**config.mk**
```make
export PLATFORM = sky130hd
export DESIGN_NAME = per_recorder
export DESIGN_NICKNAME = d
export VERILOG_FILES = /design/src/include/per_pkg.sv /design/src/per_recorder.sv
export VERILOG_INCLUDE_DIRS = /design/src /design/src/include
export SDC_FILE = /design/constraint.sdc
export NUM_CORES = 2
export LEC_CHECK = 0
export ABC_AREA = 1
export BUFFER_PORTS_ARGS = -buffer_cell sky130_fd_sc_hd__buf_4
export CAP_MARGIN = 20
export CORE_UTILIZATION = 23
export DETAILED_ROUTE_END_ITERATION = 16
export MAX_ROUTING_LAYER = met4
export REMOVE_ABC_BUFFERS = 1
export SYNTH_ARGS = -nofsm -noshare
export SYNTH_HDL_FRONTEND = slang
export SYNTH_SLANG_ARGS = --single-unit
```
**constraint.sdc**
```tcl
create_clock -name CLK_SYS_I -period 11.1 [get_ports CLK_SYS_I]
set_input_delay 2.22 -clock CLK_SYS_I [delete_from_list [all_inputs] [get_ports CLK_SYS_I]]
set_output_delay 2.22 -clock CLK_SYS_I [all_outputs]
set_load 0.05 [all_outputs]
```
**src/include/per_defs.svh**
```systemverilog
/*
 Constants of the protection event recorder: timing, register offsets, field values, reset values.
 Assumes a 100 MHz system clock and one-word registers on a 32-bit bus.
*/
`ifndef PER_DEFS_SVH
`define PER_DEFS_SVH
// ----
// Timing
// ----
`define PER_CLK_NS      10
`define PER_TICK_NS     1000000
`define PER_TICK_CYC    (`PER_TICK_NS / `PER_CLK_NS)
`define PER_TICKS_SEC   1000
`define PER_DEMAND_MIN  15
`define PER_DEMAND_SEC  (`PER_DEMAND_MIN * 60)
`define PER_RECIP_SH    20
// ----
// Recording
// ----
`define PER_DEPTH       5
`define PER_PCT_FULL    7'h64
`define PER_PCT_CAP     7'h63
`define PER_PCT_STEP    17'h00064
`define PER_CNT_MAX     8'hFF
// ----
// Display addresses
// ----
`define PER_DSP_BLK     4'h0
`define PER_DSP_FIRST   4'h1
`define PER_DSP_LAST    4'h9
`define PER_DSP_COMM    4'hA
`define PER_DSP_DARK    4'hF
`define PER_SUB_COMM    3'h5
`define PER_TEST_LAST   3'h7
// ----
// Register byte offsets; stack window bounds in words
// ----
`define PER_REG_STATUS  12'h000
`define PER_REG_BUSADR  12'h004
`define PER_REG_RATE    12'h008
`define PER_REG_MON     12'h00C
`define PER_REG_KEY     12'h010
`define PER_REG_PWD     12'h014
`define PER_REG_BANK    12'h018
`define PER_REG_CBF     12'h01C
`define PER_REG_DEMAND  12'h020
`define PER_REG_PEAK    12'h024
`define PER_REG_CNT0    12'h030
`define PER_REG_CNT3    12'h03C
`define PER_STK_W0      10'h010
`define PER_STK_WEND    10'h050
// ----
// Reset values of settings
// ----
`define PER_PWD_RST     16'h0000
`define PER_CBF_RST     16'h00C8
`endif

```
**src/include/per_pkg.sv**
```systemverilog
/*
 Types of the protection event recorder.
 Assumes nothing beyond the constants header.
*/
package per_pkg;
    typedef struct packed {
        logic start;
        logic operate;
    } per_stage_t;

    typedef struct packed {
        logic [9:0] il1;
        logic [9:0] il2;
        logic [9:0] il3;
        logic [9:0] i0;
    } per_meas_t;

    typedef enum logic [1:0] {
        PER_NORM = 2'b00,
        PER_TEST = 2'b01
    } per_mode_t;
endpackage

```
**src/per_recorder.sv**
```systemverilog
/*
 Recording and display logic of a combined overcurrent and earth-fault protection module,
 with an AHB-Lite register slave.
 Assumes stage flags and currents come from logic on CLK_SYS_I; buttons and status pins are asynchronous.
*/
// Operation
// RQ1: OC event pushes phase currents, five deep.
// RQ2: EF event pushes neutral current, five deep.
// RQ3: Demand of highest phase over fifteen-minute periods.
// RQ4: Peak demand since relay reset.
// RQ5: Low-set OC start duration in percent.
// RQ6: High-set OC start duration in percent.
// RQ7: EF stage durations likewise.
// RQ8: New start restarts duration; five kept.
// RQ9: Operated stage reads 100 percent.
// RQ10: Start counters 0 to 255.
// RQ11: Display shows address and value.
// RQ12: Register zero shows blocking input.
// RQ13: Test mode drives one signal at a time.
// RQ14: Bus address; zero means unused.
// RQ15: Data rate 4800 or 9600 baud.
// RQ16: Monitor zero when link works, else scrolls.
// RQ17: Setting writes need the password first.
// RQ18: Main or second settings bank.
// RQ19: Breaker failure operate time setting.
// RQ20: Dark after last register; step restarts.
// RQ21: Reset plus program clears records.
// RQ22: Power loss clears records, keeps settings.
`timescale 1ns/1ps
`include "per_defs.svh"
module per_recorder
    import per_pkg::*;
#(
    parameter int TICK_CYC   = `PER_TICK_CYC,
    parameter int DEMAND_SEC = `PER_DEMAND_SEC
) (
    // Clock and reset
    input  wire logic             CLK_SYS_I,
    input  wire logic             RSTN_I,
    // AHB-Lite slave
    input  wire logic             HSEL_I,
    input  wire logic [31:0]      HADDR_I,
    input  wire logic [1:0]       HTRANS_I,
    input  wire logic             HWRITE_I,
    input  wire logic [2:0]       HSIZE_I,
    input  wire logic [31:0]      HWDATA_I,
    input  wire logic             HREADY_I,
    output logic      [31:0]      HRDATA_O,
    output logic                  HREADYOUT_O,
    output logic                  HRESP_O,
    // Protection stages and measurement
    input  wire per_stage_t [3:0] STAGE_I,
    input  wire logic [3:0][15:0] OP_TIME_I,
    input  wire per_meas_t        MEAS_I,
    // Front panel and status pins
    input  wire logic             BTN_STEP_I,
    input  wire logic             BTN_RESET_I,
    input  wire logic             BTN_PROG_I,
    input  wire logic             BLOCK_IN_I,
    input  wire logic             AUX_FAIL_I,
    input  wire logic             COMM_OK_I,
    // Display
    output logic      [3:0]       DISP_ADDR_O,
    output logic      [9:0]       DISP_VAL_O,
    output logic                  DISP_ON_O,
    // Settings and test
    output logic      [7:0]       BUS_ADDR_O,
    output logic                  BAUD_9600_O,
    output logic                  BANK_SEL_O,
    output logic      [15:0]      CBF_TIME_O,
    output logic      [7:0]       TEST_SIG_O
);
    localparam int RECIP = (1 << `PER_RECIP_SH) / DEMAND_SEC;

    // ----
    // Input synchronisers and edges
    // ----
    logic [5:0] sync1_r;
    logic [5:0] sync2_r;
    logic [5:0] sync3_r;
    logic       step_edge;
    logic       prog_edge;
    logic       rst_edge;
    logic       clear_rec;

    always_ff @(posedge CLK_SYS_I or negedge RSTN_I) begin
        if (!RSTN_I) begin
            sync1_r <= 6'h00;
            sync2_r <= 6'h00;
            sync3_r <= 6'h00;
        end else begin
            sync1_r <= {COMM_OK_I, AUX_FAIL_I, BLOCK_IN_I, BTN_PROG_I, BTN_RESET_I, BTN_STEP_I};
            sync2_r <= sync1_r;
            sync3_r <= sync2_r;
        end
    end

    assign step_edge = sync2_r[0] & ~sync3_r[0];
    assign rst_edge  = sync2_r[1] & ~sync3_r[1];
    assign prog_edge = sync2_r[2] & ~sync3_r[2];
    assign clear_rec = (sync2_r[1] & sync2_r[2]) | sync2_r[4]; // RQ21 RQ22

    // ----
    // Millisecond and second ticks
    // ----
    logic [31:0] tick_cnt_r;
    logic [15:0] ms_cnt_r;
    logic        tick;
    logic        sec_tick;

    assign tick     = (tick_cnt_r == 32'(TICK_CYC - 1));
    assign sec_tick = tick && (ms_cnt_r == 16'(`PER_TICKS_SEC - 1));

    always_ff @(posedge CLK_SYS_I or negedge RSTN_I) begin
        if (!RSTN_I) begin
            tick_cnt_r <= 32'h0000_0000;
            ms_cnt_r   <= 16'h0000;
        end else begin
            tick_cnt_r <= tick ? 32'h0000_0000 : tick_cnt_r + 32'h0000_0001;
            if (sec_tick) begin
                ms_cnt_r <= 16'h0000;
            end else if (tick) begin
                ms_cnt_r <= ms_cnt_r + 16'h0001;
            end
        end
    end

    // ----
    // Stage events
    // ----
    logic [3:0] act;
    logic [3:0] act_d_r;
    logic [3:0] rise;
    logic       oc_evt;
    logic       ef_evt;

    always_comb begin
        for (int s = 0; s < 4; s++) begin
            act[s] = STAGE_I[s].start | STAGE_I[s].operate;
        end
    end

    assign rise   = act & ~act_d_r;
    assign oc_evt = rise[0] | rise[1];
    assign ef_evt = rise[2] | rise[3];

    always_ff @(posedge CLK_SYS_I or negedge RSTN_I) begin
        if (!RSTN_I) begin
            act_d_r <= 4'h0;
        end else begin
            act_d_r <= act;
        end
    end

    // ----
    // Start duration percentages
    // ----
    logic [15:0] acc_r [4];
    logic [6:0]  pct_r [4];
    logic [7:0]  cnt_r [4];

    always_ff @(posedge CLK_SYS_I or negedge RSTN_I) begin
        if (!RSTN_I) begin
            for (int s = 0; s < 4; s++) begin
                acc_r[s] <= 16'h0000;
                pct_r[s] <= 7'h00;
            end
        end else begin
            for (int s = 0; s < 4; s++) begin
                if (rise[s]) begin
                    acc_r[s] <= 16'h0000; // RQ8
                    pct_r[s] <= STAGE_I[s].operate ? `PER_PCT_FULL : 7'h00;
                end else if (act[s] && STAGE_I[s].operate) begin
                    pct_r[s] <= `PER_PCT_FULL; // RQ9
                end else if (act[s] && tick && pct_r[s] < `PER_PCT_CAP) begin
                    if ({1'b0, acc_r[s]} + `PER_PCT_STEP >= {1'b0, OP_TIME_I[s]}) begin
                        acc_r[s] <= 16'({1'b0, acc_r[s]} + `PER_PCT_STEP - {1'b0, OP_TIME_I[s]}); // RQ5 RQ6 RQ7
                        pct_r[s] <= pct_r[s] + 7'h01;
                    end else begin
                        acc_r[s] <= 16'({1'b0, acc_r[s]} + `PER_PCT_STEP);
                    end
                end
            end
        end
    end

    // Start counters saturate; a start in the clearing cycle still counts
    always_ff @(posedge CLK_SYS_I or negedge RSTN_I) begin
        if (!RSTN_I) begin
            for (int s = 0; s < 4; s++) begin
                cnt_r[s] <= 8'h00;
            end
        end else begin
            for (int s = 0; s < 4; s++) begin
                if (rise[s] && (clear_rec || cnt_r[s] != `PER_CNT_MAX)) begin
                    cnt_r[s] <= (clear_rec ? 8'h00 : cnt_r[s]) + 8'h01; // RQ10
                end else if (clear_rec) begin
                    cnt_r[s] <= 8'h00;
                end
            end
        end
    end

    // ----
    // Record stacks: 0-2 phases, 3 neutral, 4-7 durations
    // ----
    logic [9:0] stk_r [8][`PER_DEPTH];
    logic [7:0] push;
    logic [7:0] top_wr;
    logic [9:0] din [8];

    always_comb begin
        push[2:0]   = {3{oc_evt}}; // RQ1
        push[3]     = ef_evt; // RQ2
        push[7:4]   = rise;
        top_wr[3:0] = 4'h0;
        top_wr[7:4] = act & ~rise;
        din[0]      = MEAS_I.il1;
        din[1]      = MEAS_I.il2;
        din[2]      = MEAS_I.il3;
        din[3]      = MEAS_I.i0;
        for (int s = 0; s < 4; s++) begin
            din[4 + s] = rise[s] ? 10'h000 : {3'h0, pct_r[s]};
        end
    end

    always_ff @(posedge CLK_SYS_I or negedge RSTN_I) begin
        if (!RSTN_I) begin
            for (int k = 0; k < 8; k++) begin
                for (int e = 0; e < `PER_DEPTH; e++) begin
                    stk_r[k][e] <= 10'h000;
                end
            end
        end else begin
            for (int k = 0; k < 8; k++) begin
                if (clear_rec) begin
                    for (int e = 0; e < `PER_DEPTH; e++) begin
                        stk_r[k][e] <= 10'h000; // RQ21 RQ22
                    end
                end else if (push[k]) begin
                    for (int e = 1; e < `PER_DEPTH; e++) begin
                        stk_r[k][e] <= stk_r[k][e - 1]; // RQ1 RQ2 RQ8
                    end
                    stk_r[k][0] <= din[k];
                end else if (top_wr[k]) begin
                    stk_r[k][0] <= din[k];
                end
            end
        end
    end

    // ----
    // Maximum demand
    // ----
    logic [9:0]  ph_max;
    logic [23:0] sum_r;
    logic [15:0] sec_cnt_r;
    logic [9:0]  demand_r;
    logic [9:0]  peak_r;
    logic [47:0] prod;

    always_comb begin
        ph_max = MEAS_I.il1;
        if (MEAS_I.il2 > ph_max) begin
            ph_max = MEAS_I.il2;
        end
        if (MEAS_I.il3 > ph_max) begin
            ph_max = MEAS_I.il3;
        end
    end

    assign prod = 48'(sum_r + {14'h0000, ph_max}) * 48'(RECIP);

    always_ff @(posedge CLK_SYS_I or negedge RSTN_I) begin
        if (!RSTN_I) begin
            sum_r     <= 24'h000000;
            sec_cnt_r <= 16'h0000;
            demand_r  <= 10'h000;
            peak_r    <= 10'h000;
        end else begin
            if (sec_tick) begin
                if (sec_cnt_r == 16'(DEMAND_SEC - 1)) begin
                    demand_r  <= 10'(prod >> `PER_RECIP_SH); // RQ3
                    sum_r     <= 24'h000000;
                    sec_cnt_r <= 16'h0000;
                end else begin
                    sum_r     <= sum_r + {14'h0000, ph_max};
                    sec_cnt_r <= sec_cnt_r + 16'h0001;
                end
            end
            if (clear_rec) begin
                demand_r <= 10'h000;
                peak_r   <= 10'h000;
            end else if (demand_r > peak_r) begin
                peak_r <= demand_r; // RQ4
            end
        end
    end

    // ----
    // Bus monitor
    // ----
    logic [7:0] mon_r;

    always_ff @(posedge CLK_SYS_I or negedge RSTN_I) begin
        if (!RSTN_I) begin
            mon_r <= 8'h00;
        end else if (sync2_r[5]) begin
            mon_r <= 8'h00; // RQ16
        end else if (tick) begin
            mon_r <= mon_r + 8'h01; // RQ16
        end
    end

    // ----
    // Front panel menu and test mode
    // ----
    per_mode_t mode_r;
    logic [3:0] disp_r;
    logic [2:0] sub_r;
    logic [2:0] tidx_r;
    logic [2:0] sub_max;
    logic [3:0] disp_nxt;

    always_comb begin
        case (disp_r)
            4'h4, 4'h5, 4'h6, 4'h8, 4'h9: sub_max = 3'h1;
            `PER_DSP_COMM:               sub_max = `PER_SUB_COMM;
            default:                     sub_max = 3'h0;
        endcase
        case (disp_r)
            `PER_DSP_LAST: disp_nxt = `PER_DSP_BLK;
            `PER_DSP_BLK:  disp_nxt = `PER_DSP_COMM;
            `PER_DSP_COMM: disp_nxt = `PER_DSP_DARK;
            `PER_DSP_DARK: disp_nxt = `PER_DSP_FIRST; // RQ20
            default:       disp_nxt = disp_r + 4'h1;
        endcase
    end

    always_ff @(posedge CLK_SYS_I or negedge RSTN_I) begin
        if (!RSTN_I) begin
            mode_r <= PER_NORM;
            disp_r <= `PER_DSP_FIRST;
            sub_r  <= 3'h0;
            tidx_r <= 3'h0;
        end else begin
            case (mode_r)
                PER_TEST: begin
                    if (rst_edge) begin
                        mode_r <= PER_NORM;
                    end else if (step_edge) begin
                        tidx_r <= (tidx_r == `PER_TEST_LAST) ? 3'h0 : tidx_r + 3'h1; // RQ13
                    end
                end
                default: begin
                    if (step_edge) begin
                        disp_r <= disp_nxt; // RQ20
                        sub_r  <= 3'h0;
                    end else if (prog_edge && !sync2_r[1]) begin
                        if (disp_r == `PER_DSP_BLK) begin
                            mode_r <= PER_TEST; // RQ13
                            tidx_r <= 3'h0;
                        end else begin
                            sub_r <= (sub_r >= sub_max) ? 3'h0 : sub_r + 3'h1;
                        end
                    end
                end
            endcase
        end
    end

    // ----
    // Settings held over the bus
    // ----
    logic [7:0]  bus_addr_r;
    logic        rate_r;
    logic [15:0] pwd_r;
    logic        bank_r;
    logic [15:0] cbf_r;
    logic        unlock_r;
    logic        wr_pend_r;
    logic [11:0] wr_addr_r;
    logic        ap;

    assign ap = HSEL_I & HTRANS_I[1] & HREADY_I;

    always_ff @(posedge CLK_SYS_I or negedge RSTN_I) begin
        if (!RSTN_I) begin
            wr_pend_r <= 1'b0;
            wr_addr_r <= 12'h000;
        end else begin
            wr_pend_r <= ap & HWRITE_I;
            if (ap) begin
                wr_addr_r <= HADDR_I[11:0];
            end
        end
    end

    // Settings survive auxiliary power loss: only the power-on reset touches them
    always_ff @(posedge CLK_SYS_I or negedge RSTN_I) begin
        if (!RSTN_I) begin
            bus_addr_r <= 8'h00;
            rate_r     <= 1'b0;
            pwd_r      <= `PER_PWD_RST;
            bank_r     <= 1'b0;
            cbf_r      <= `PER_CBF_RST;
            unlock_r   <= 1'b0;
        end else if (wr_pend_r) begin
            if (wr_addr_r == `PER_REG_KEY) begin
                unlock_r <= (HWDATA_I[15:0] == pwd_r); // RQ17
            end else if (unlock_r) begin
                if (wr_addr_r == `PER_REG_BUSADR) begin
                    bus_addr_r <= HWDATA_I[7:0]; // RQ14 RQ22
                end else if (wr_addr_r == `PER_REG_RATE) begin
                    rate_r <= HWDATA_I[0]; // RQ15
                end else if (wr_addr_r == `PER_REG_PWD) begin
                    pwd_r <= HWDATA_I[15:0];
                end else if (wr_addr_r == `PER_REG_BANK) begin
                    bank_r <= HWDATA_I[0]; // RQ18
                end else if (wr_addr_r == `PER_REG_CBF) begin
                    cbf_r <= HWDATA_I[15:0]; // RQ19
                end
            end
        end
    end

    // ----
    // Register read multiplexer
    // ----
    logic [31:0] rd_val;
    logic [9:0]  rw;
    logic [3:0]  rs;

    assign rw = HADDR_I[11:2];
    assign rs = 4'(rw[6:3] - 4'h2);

    always_comb begin
        rd_val = 32'h0000_0000;
        if (HADDR_I[11:0] == `PER_REG_STATUS) begin
            rd_val = {21'h000000, tidx_r, 5'h00, unlock_r, mode_r == PER_TEST, sync2_r[3]};
        end else if (HADDR_I[11:0] == `PER_REG_BUSADR) begin
            rd_val = {24'h000000, bus_addr_r};
        end else if (HADDR_I[11:0] == `PER_REG_RATE) begin
            rd_val = {31'h00000000, rate_r};
        end else if (HADDR_I[11:0] == `PER_REG_MON) begin
            rd_val = {24'h000000, mon_r};
        end else if (HADDR_I[11:0] == `PER_REG_BANK) begin
            rd_val = {31'h00000000, bank_r};
        end else if (HADDR_I[11:0] == `PER_REG_CBF) begin
            rd_val = {16'h0000, cbf_r};
        end else if (HADDR_I[11:0] == `PER_REG_DEMAND) begin
            rd_val = {22'h000000, demand_r};
        end else if (HADDR_I[11:0] == `PER_REG_PEAK) begin
            rd_val = {22'h000000, peak_r};
        end else if (HADDR_I[11:0] >= `PER_REG_CNT0 && HADDR_I[11:0] <= `PER_REG_CNT3) begin
            rd_val = {24'h000000, cnt_r[rw[1:0]]};
        end else if (rw >= `PER_STK_W0 && rw < `PER_STK_WEND && rw[2:0] < 3'(`PER_DEPTH)) begin
            rd_val = {22'h000000, stk_r[rs[2:0]][rw[2:0]]};
        end
    end

    always_ff @(posedge CLK_SYS_I or negedge RSTN_I) begin
        if (!RSTN_I) begin
            HRDATA_O <= 32'h0000_0000;
        end else if (ap && !HWRITE_I) begin
            HRDATA_O <= rd_val;
        end
    end

    assign HREADYOUT_O = 1'b1;
    assign HRESP_O     = 1'b0;

    // ----
    // Display value
    // ----
    logic [9:0] dval;

    always_comb begin
        dval = 10'h000;
        case (disp_r)
            4'h1, 4'h2, 4'h3: dval = stk_r[3'(disp_r - 4'h1)][0]; // RQ1
            4'h4: dval = (sub_r == 3'h0) ? demand_r : peak_r; // RQ3 RQ4
            4'h5: dval = (sub_r == 3'h0) ? stk_r[4][0] : {2'h0, cnt_r[0]}; // RQ5 RQ10
            4'h6: dval = (sub_r == 3'h0) ? stk_r[5][0] : {2'h0, cnt_r[1]}; // RQ6 RQ10
            4'h7: dval = stk_r[3][0]; // RQ2
            4'h8: dval = (sub_r == 3'h0) ? stk_r[6][0] : {2'h0, cnt_r[2]}; // RQ7 RQ10
            4'h9: dval = (sub_r == 3'h0) ? stk_r[7][0] : {2'h0, cnt_r[3]}; // RQ7 RQ10
            `PER_DSP_BLK: dval = {9'h000, sync2_r[3]}; // RQ12
            `PER_DSP_COMM: begin
                case (sub_r)
                    3'h0:    dval = {2'h0, bus_addr_r}; // RQ14
                    3'h1:    dval = {9'h000, rate_r}; // RQ15
                    3'h2:    dval = {2'h0, mon_r}; // RQ16
                    3'h4:    dval = {9'h000, bank_r}; // RQ18
                    3'h5:    dval = cbf_r[9:0]; // RQ19
                    default: dval = 10'h000;
                endcase
            end
            default: dval = 10'h000;
        endcase
    end

    always_ff @(posedge CLK_SYS_I or negedge RSTN_I) begin
        if (!RSTN_I) begin
            DISP_ADDR_O <= `PER_DSP_FIRST;
            DISP_VAL_O  <= 10'h000;
            DISP_ON_O   <= 1'b1;
            TEST_SIG_O  <= 8'h00;
        end else begin
            DISP_ADDR_O <= disp_r; // RQ11
            DISP_VAL_O  <= dval; // RQ11
            DISP_ON_O   <= (disp_r != `PER_DSP_DARK); // RQ20
            TEST_SIG_O  <= (mode_r == PER_TEST) ? 8'(8'h01 << tidx_r) : 8'h00; // RQ13
        end
    end

    assign BUS_ADDR_O  = bus_addr_r;
    assign BAUD_9600_O = rate_r;
    assign BANK_SEL_O  = bank_r;
    assign CBF_TIME_O  = cbf_r;
endmodule

```
==> summary.txt <==
Power per Cell Area = 201 nW/um^2
Syn avg cell area = 7.60 sq um
Deepest clock path buffer count = 3
Yosys Warn Count = 0
Post-Syn Area = 45800 sq um
Post-Layout Inst Area = 54200 sq um
Worst-Margin Slew = 1.09 ns
Detailed Route Iter0 Violations = 4213
RSZ-0062 raised after global routing = false
Largest net degree at the start of global routing = 173
Count leader, synth = nand2_1
Die Y = 448 um
Rows = 163
Commonest cells in the synthesized netlist = 1248 x nand2_1, 936 x inv_1, 699 x dfrtp_1
Vias per cell = 4.72
Utilization after layout = 27.4%
Power, Total = 10.9 mW
Overall Global Routing Usage = 15.9%
Setup Fix Bufs, Post-CTS = 0
Vias post-DR = 42528
HPWL after DPL = 116000 um
Clock-pin slew on the worst setup and hold paths = 0.07 ns
Total congestion overflow = 0
Leak = 26.3 nW
Worst R2R Start = sum_r[2]
Post_cts resized = 0
Drt first pass iters = 6
Io pins = 275
CTS Hold Bufs = 0
Reg-to-Reg End = demand_r[9]
Startpoint class of the critical path = input pin
TritonCTS clock tree = yes
Ys async rst share = 100%
WL final = 157000 um
Final Max Tran Viols = 0
Port buffer count = 216
Worst path max stage delay = 0.54 ns
Starting Density = 23.2%
Synth Flop Type = dfrtp_1
CTS sink count = 705
Setup-failing EPs final = 0
Status = completed
Core area = 198000 sq um
Arrival @ worst endpoint = 11.06 ns
TritonCTS Buffers = 81
First-pass GRT wire length = 243000 um
Ratio of final minimum period to clock period = 94.4%
Worst Reg2Reg Path Length in Cells = 27
Max frequency = 0.0955 GHz
Vias in the first global route = 40874
Worst skew pair latency = 0.71 ns
Reg2reg setup slack = 4.62 ns
Die Footprint = 201000 sq um
Routed wire per std cell = 17.4 um
Residual DRC count = 0
VDD IR max = 0.000406 V
Critical Setup Path Class = input pin to flip-flop
Clock Skews = 0.0659 ns
Yosys reg bits = 705
Root buffer cell = clkbuf_16
GP Congestion = 0.974
Layout cells sized above 1 = 9.94%
Max_cap viols = 0
CP endpoint = demand_r[9]
Die W = 448 um
CP endpoint kind = flip-flop
Area grow syn2layout = 18.1%
Endpoints failing hold = 0
Hold Path Class = flip-flop to flip-flop
Number of library cell types mapped by synthesis = 69
Final cell count without fillers = 9007
Post-Synthesis Cells = 6032
Placed Cells = 8850
CP required = 11.68 ns
EDFF count, synth = 0
Slowest stage cell, crit path = fa_1
Critical Path Most Common Cell = o21ai_0
Worst Setup SP = MEAS_I[37]
Worst-path fanout max = 13
CTS H-Tree Depth = 3
Placement Cell Area = 51300 sq um
Final setup margin = 0.627 ns
Relative slew slack = 26.9%
Total Nets Final = 6814
Initial antenna violation count = 8
Routed Antenna Nets = 0
Fin crit period = 10.47 ns
Top cells by area, synth = dfrtp_1 38%, nand2_1 10%, inv_1 7.7%
Share of the synthesized area in the top cell type = 38.2%
Pre-CTS setup slack = 0.0822 ns
Largest area contributor in the netlist = dfrtp_1
Register area share after synthesis = 38.5%
[metrics by stage]
stage          hold WS, ns  TNS (ns)
4_1_cts              0.347         0
6_report             0.345         0
2_1_floorplan        0.331   -407.42
5_1_grt              0.352         0
3_3_place_gp         0.333         0
3_5_place_dp         0.335         0
[area by class of cell]
| cell class | instances | area [sq um] |
|---|---|---|
| repair buffers | 415 | 3210 |
| flip-flops and latches | 705 | 17600 |
| clock buffers | 116 | 2360 |
| well taps | 2640 | 3300 |
| clock inverters | 32 | 455 |
| diodes | 6 | 15.0 |
| fillers | 21246 | 143000 |
| multi-input cells | 4139 | 23600 |
| inverters | 954 | 3590 |
[power by group]
part	switching, mW	internal (mW)	leakage (nW)
logic	3.18	2.08	15.6
registers	0.101	2.66	9.35
clock network	1.19	1.66	1.38
[sequential cells by signal, indices dropped and copies added, names as in the netlist, 10 cells and up]
signal      count
pct_r          28
demand_r       10
HRDATA_O       16
sum_r          24
wr_addr_r      12
sec_cnt_r      16
tick_cnt_r     32
peak_r         10
pwd_r          16
cnt_r          32
DISP_VAL_O     10
acc_r          64
ms_cnt_r       16
CBF_TIME_O     16
stk_r         340
[cell usage in the layout (no fill, tap or decap), types with 83 or more instances in the layout]
| cell type | instances |
|---|---|
| buf_4 | 406 |
| clkbuf_16 | 83 |
| o21ai_0 | 495 |
| nand2_1 | 1246 |
| nor3_1 | 93 |
| inv_1 | 936 |
| o22ai_1 | 138 |
| nor2_1 | 286 |
| dfrtp_1 | 699 |
| nand3_1 | 665 |
| xor2_1 | 143 |
| ha_1 | 263 |
| a21oi_1 | 292 |
[worst min path at each step]
| stage | to | from | slack [ns] | cells past startpoint |
|---|---|---|---|---|
| 6_report | sync2_r[2] | sync1_r[2] | 0.34 | 0 |
| 5_1_grt | sync2_r[3] | sync1_r[3] | 0.35 | 0 |
| 4_1_cts | sync2_r[2] | sync1_r[2] | 0.35 | 0 |
| 3_5_place_dp | sync2_r[0] | sync1_r[0] | 0.33 | 0 |
| 3_3_place_gp | sync2_r[0] | sync1_r[0] | 0.33 | 0 |
| 2_1_floorplan | sync2_r[0] | sync1_r[0] | 0.33 | 0 |
[worst max-delay path: cells and delay by family]
family                   cells  cell delay, ns
AO/OA/AOI/OAI               13            2.05
XOR/XNOR                     1            0.25
adder cells (fa/ha/maj)      9            3.44
buffers and inverters        9            1.10
AND/OR/NAND/NOR             15            1.93
[cells by family (layout without fill, tap and decap cells)]
kind of cell             Yosys count  count (layout)  synth area share, %
other                              2              24               0.0164
adder cells (fa/ha/maj)          326             326                 9.93
buffers and inverters           1204            1517                 10.3
AND/OR/NAND/NOR                 2476            2476                 23.6
AO/OA/AOI/OAI                   1128            1128                 14.0
XOR/XNOR                         187             187                 3.59
flip-flops                       705             705                 38.5
multiplexers                       4               4               0.0982
[layer usage]
metal / wire, um / up-vias / global-route usage, %
li1: - / 20436 / -
met1: 66400 / 20421 / 19.9
met2: 72700 / 1387 / 24.9
met3: 8940 / 284 / 1.83
met4: 9090 / 0 / 8.63
met5: 0 / - / -
(Power assumes the default switching activity.)
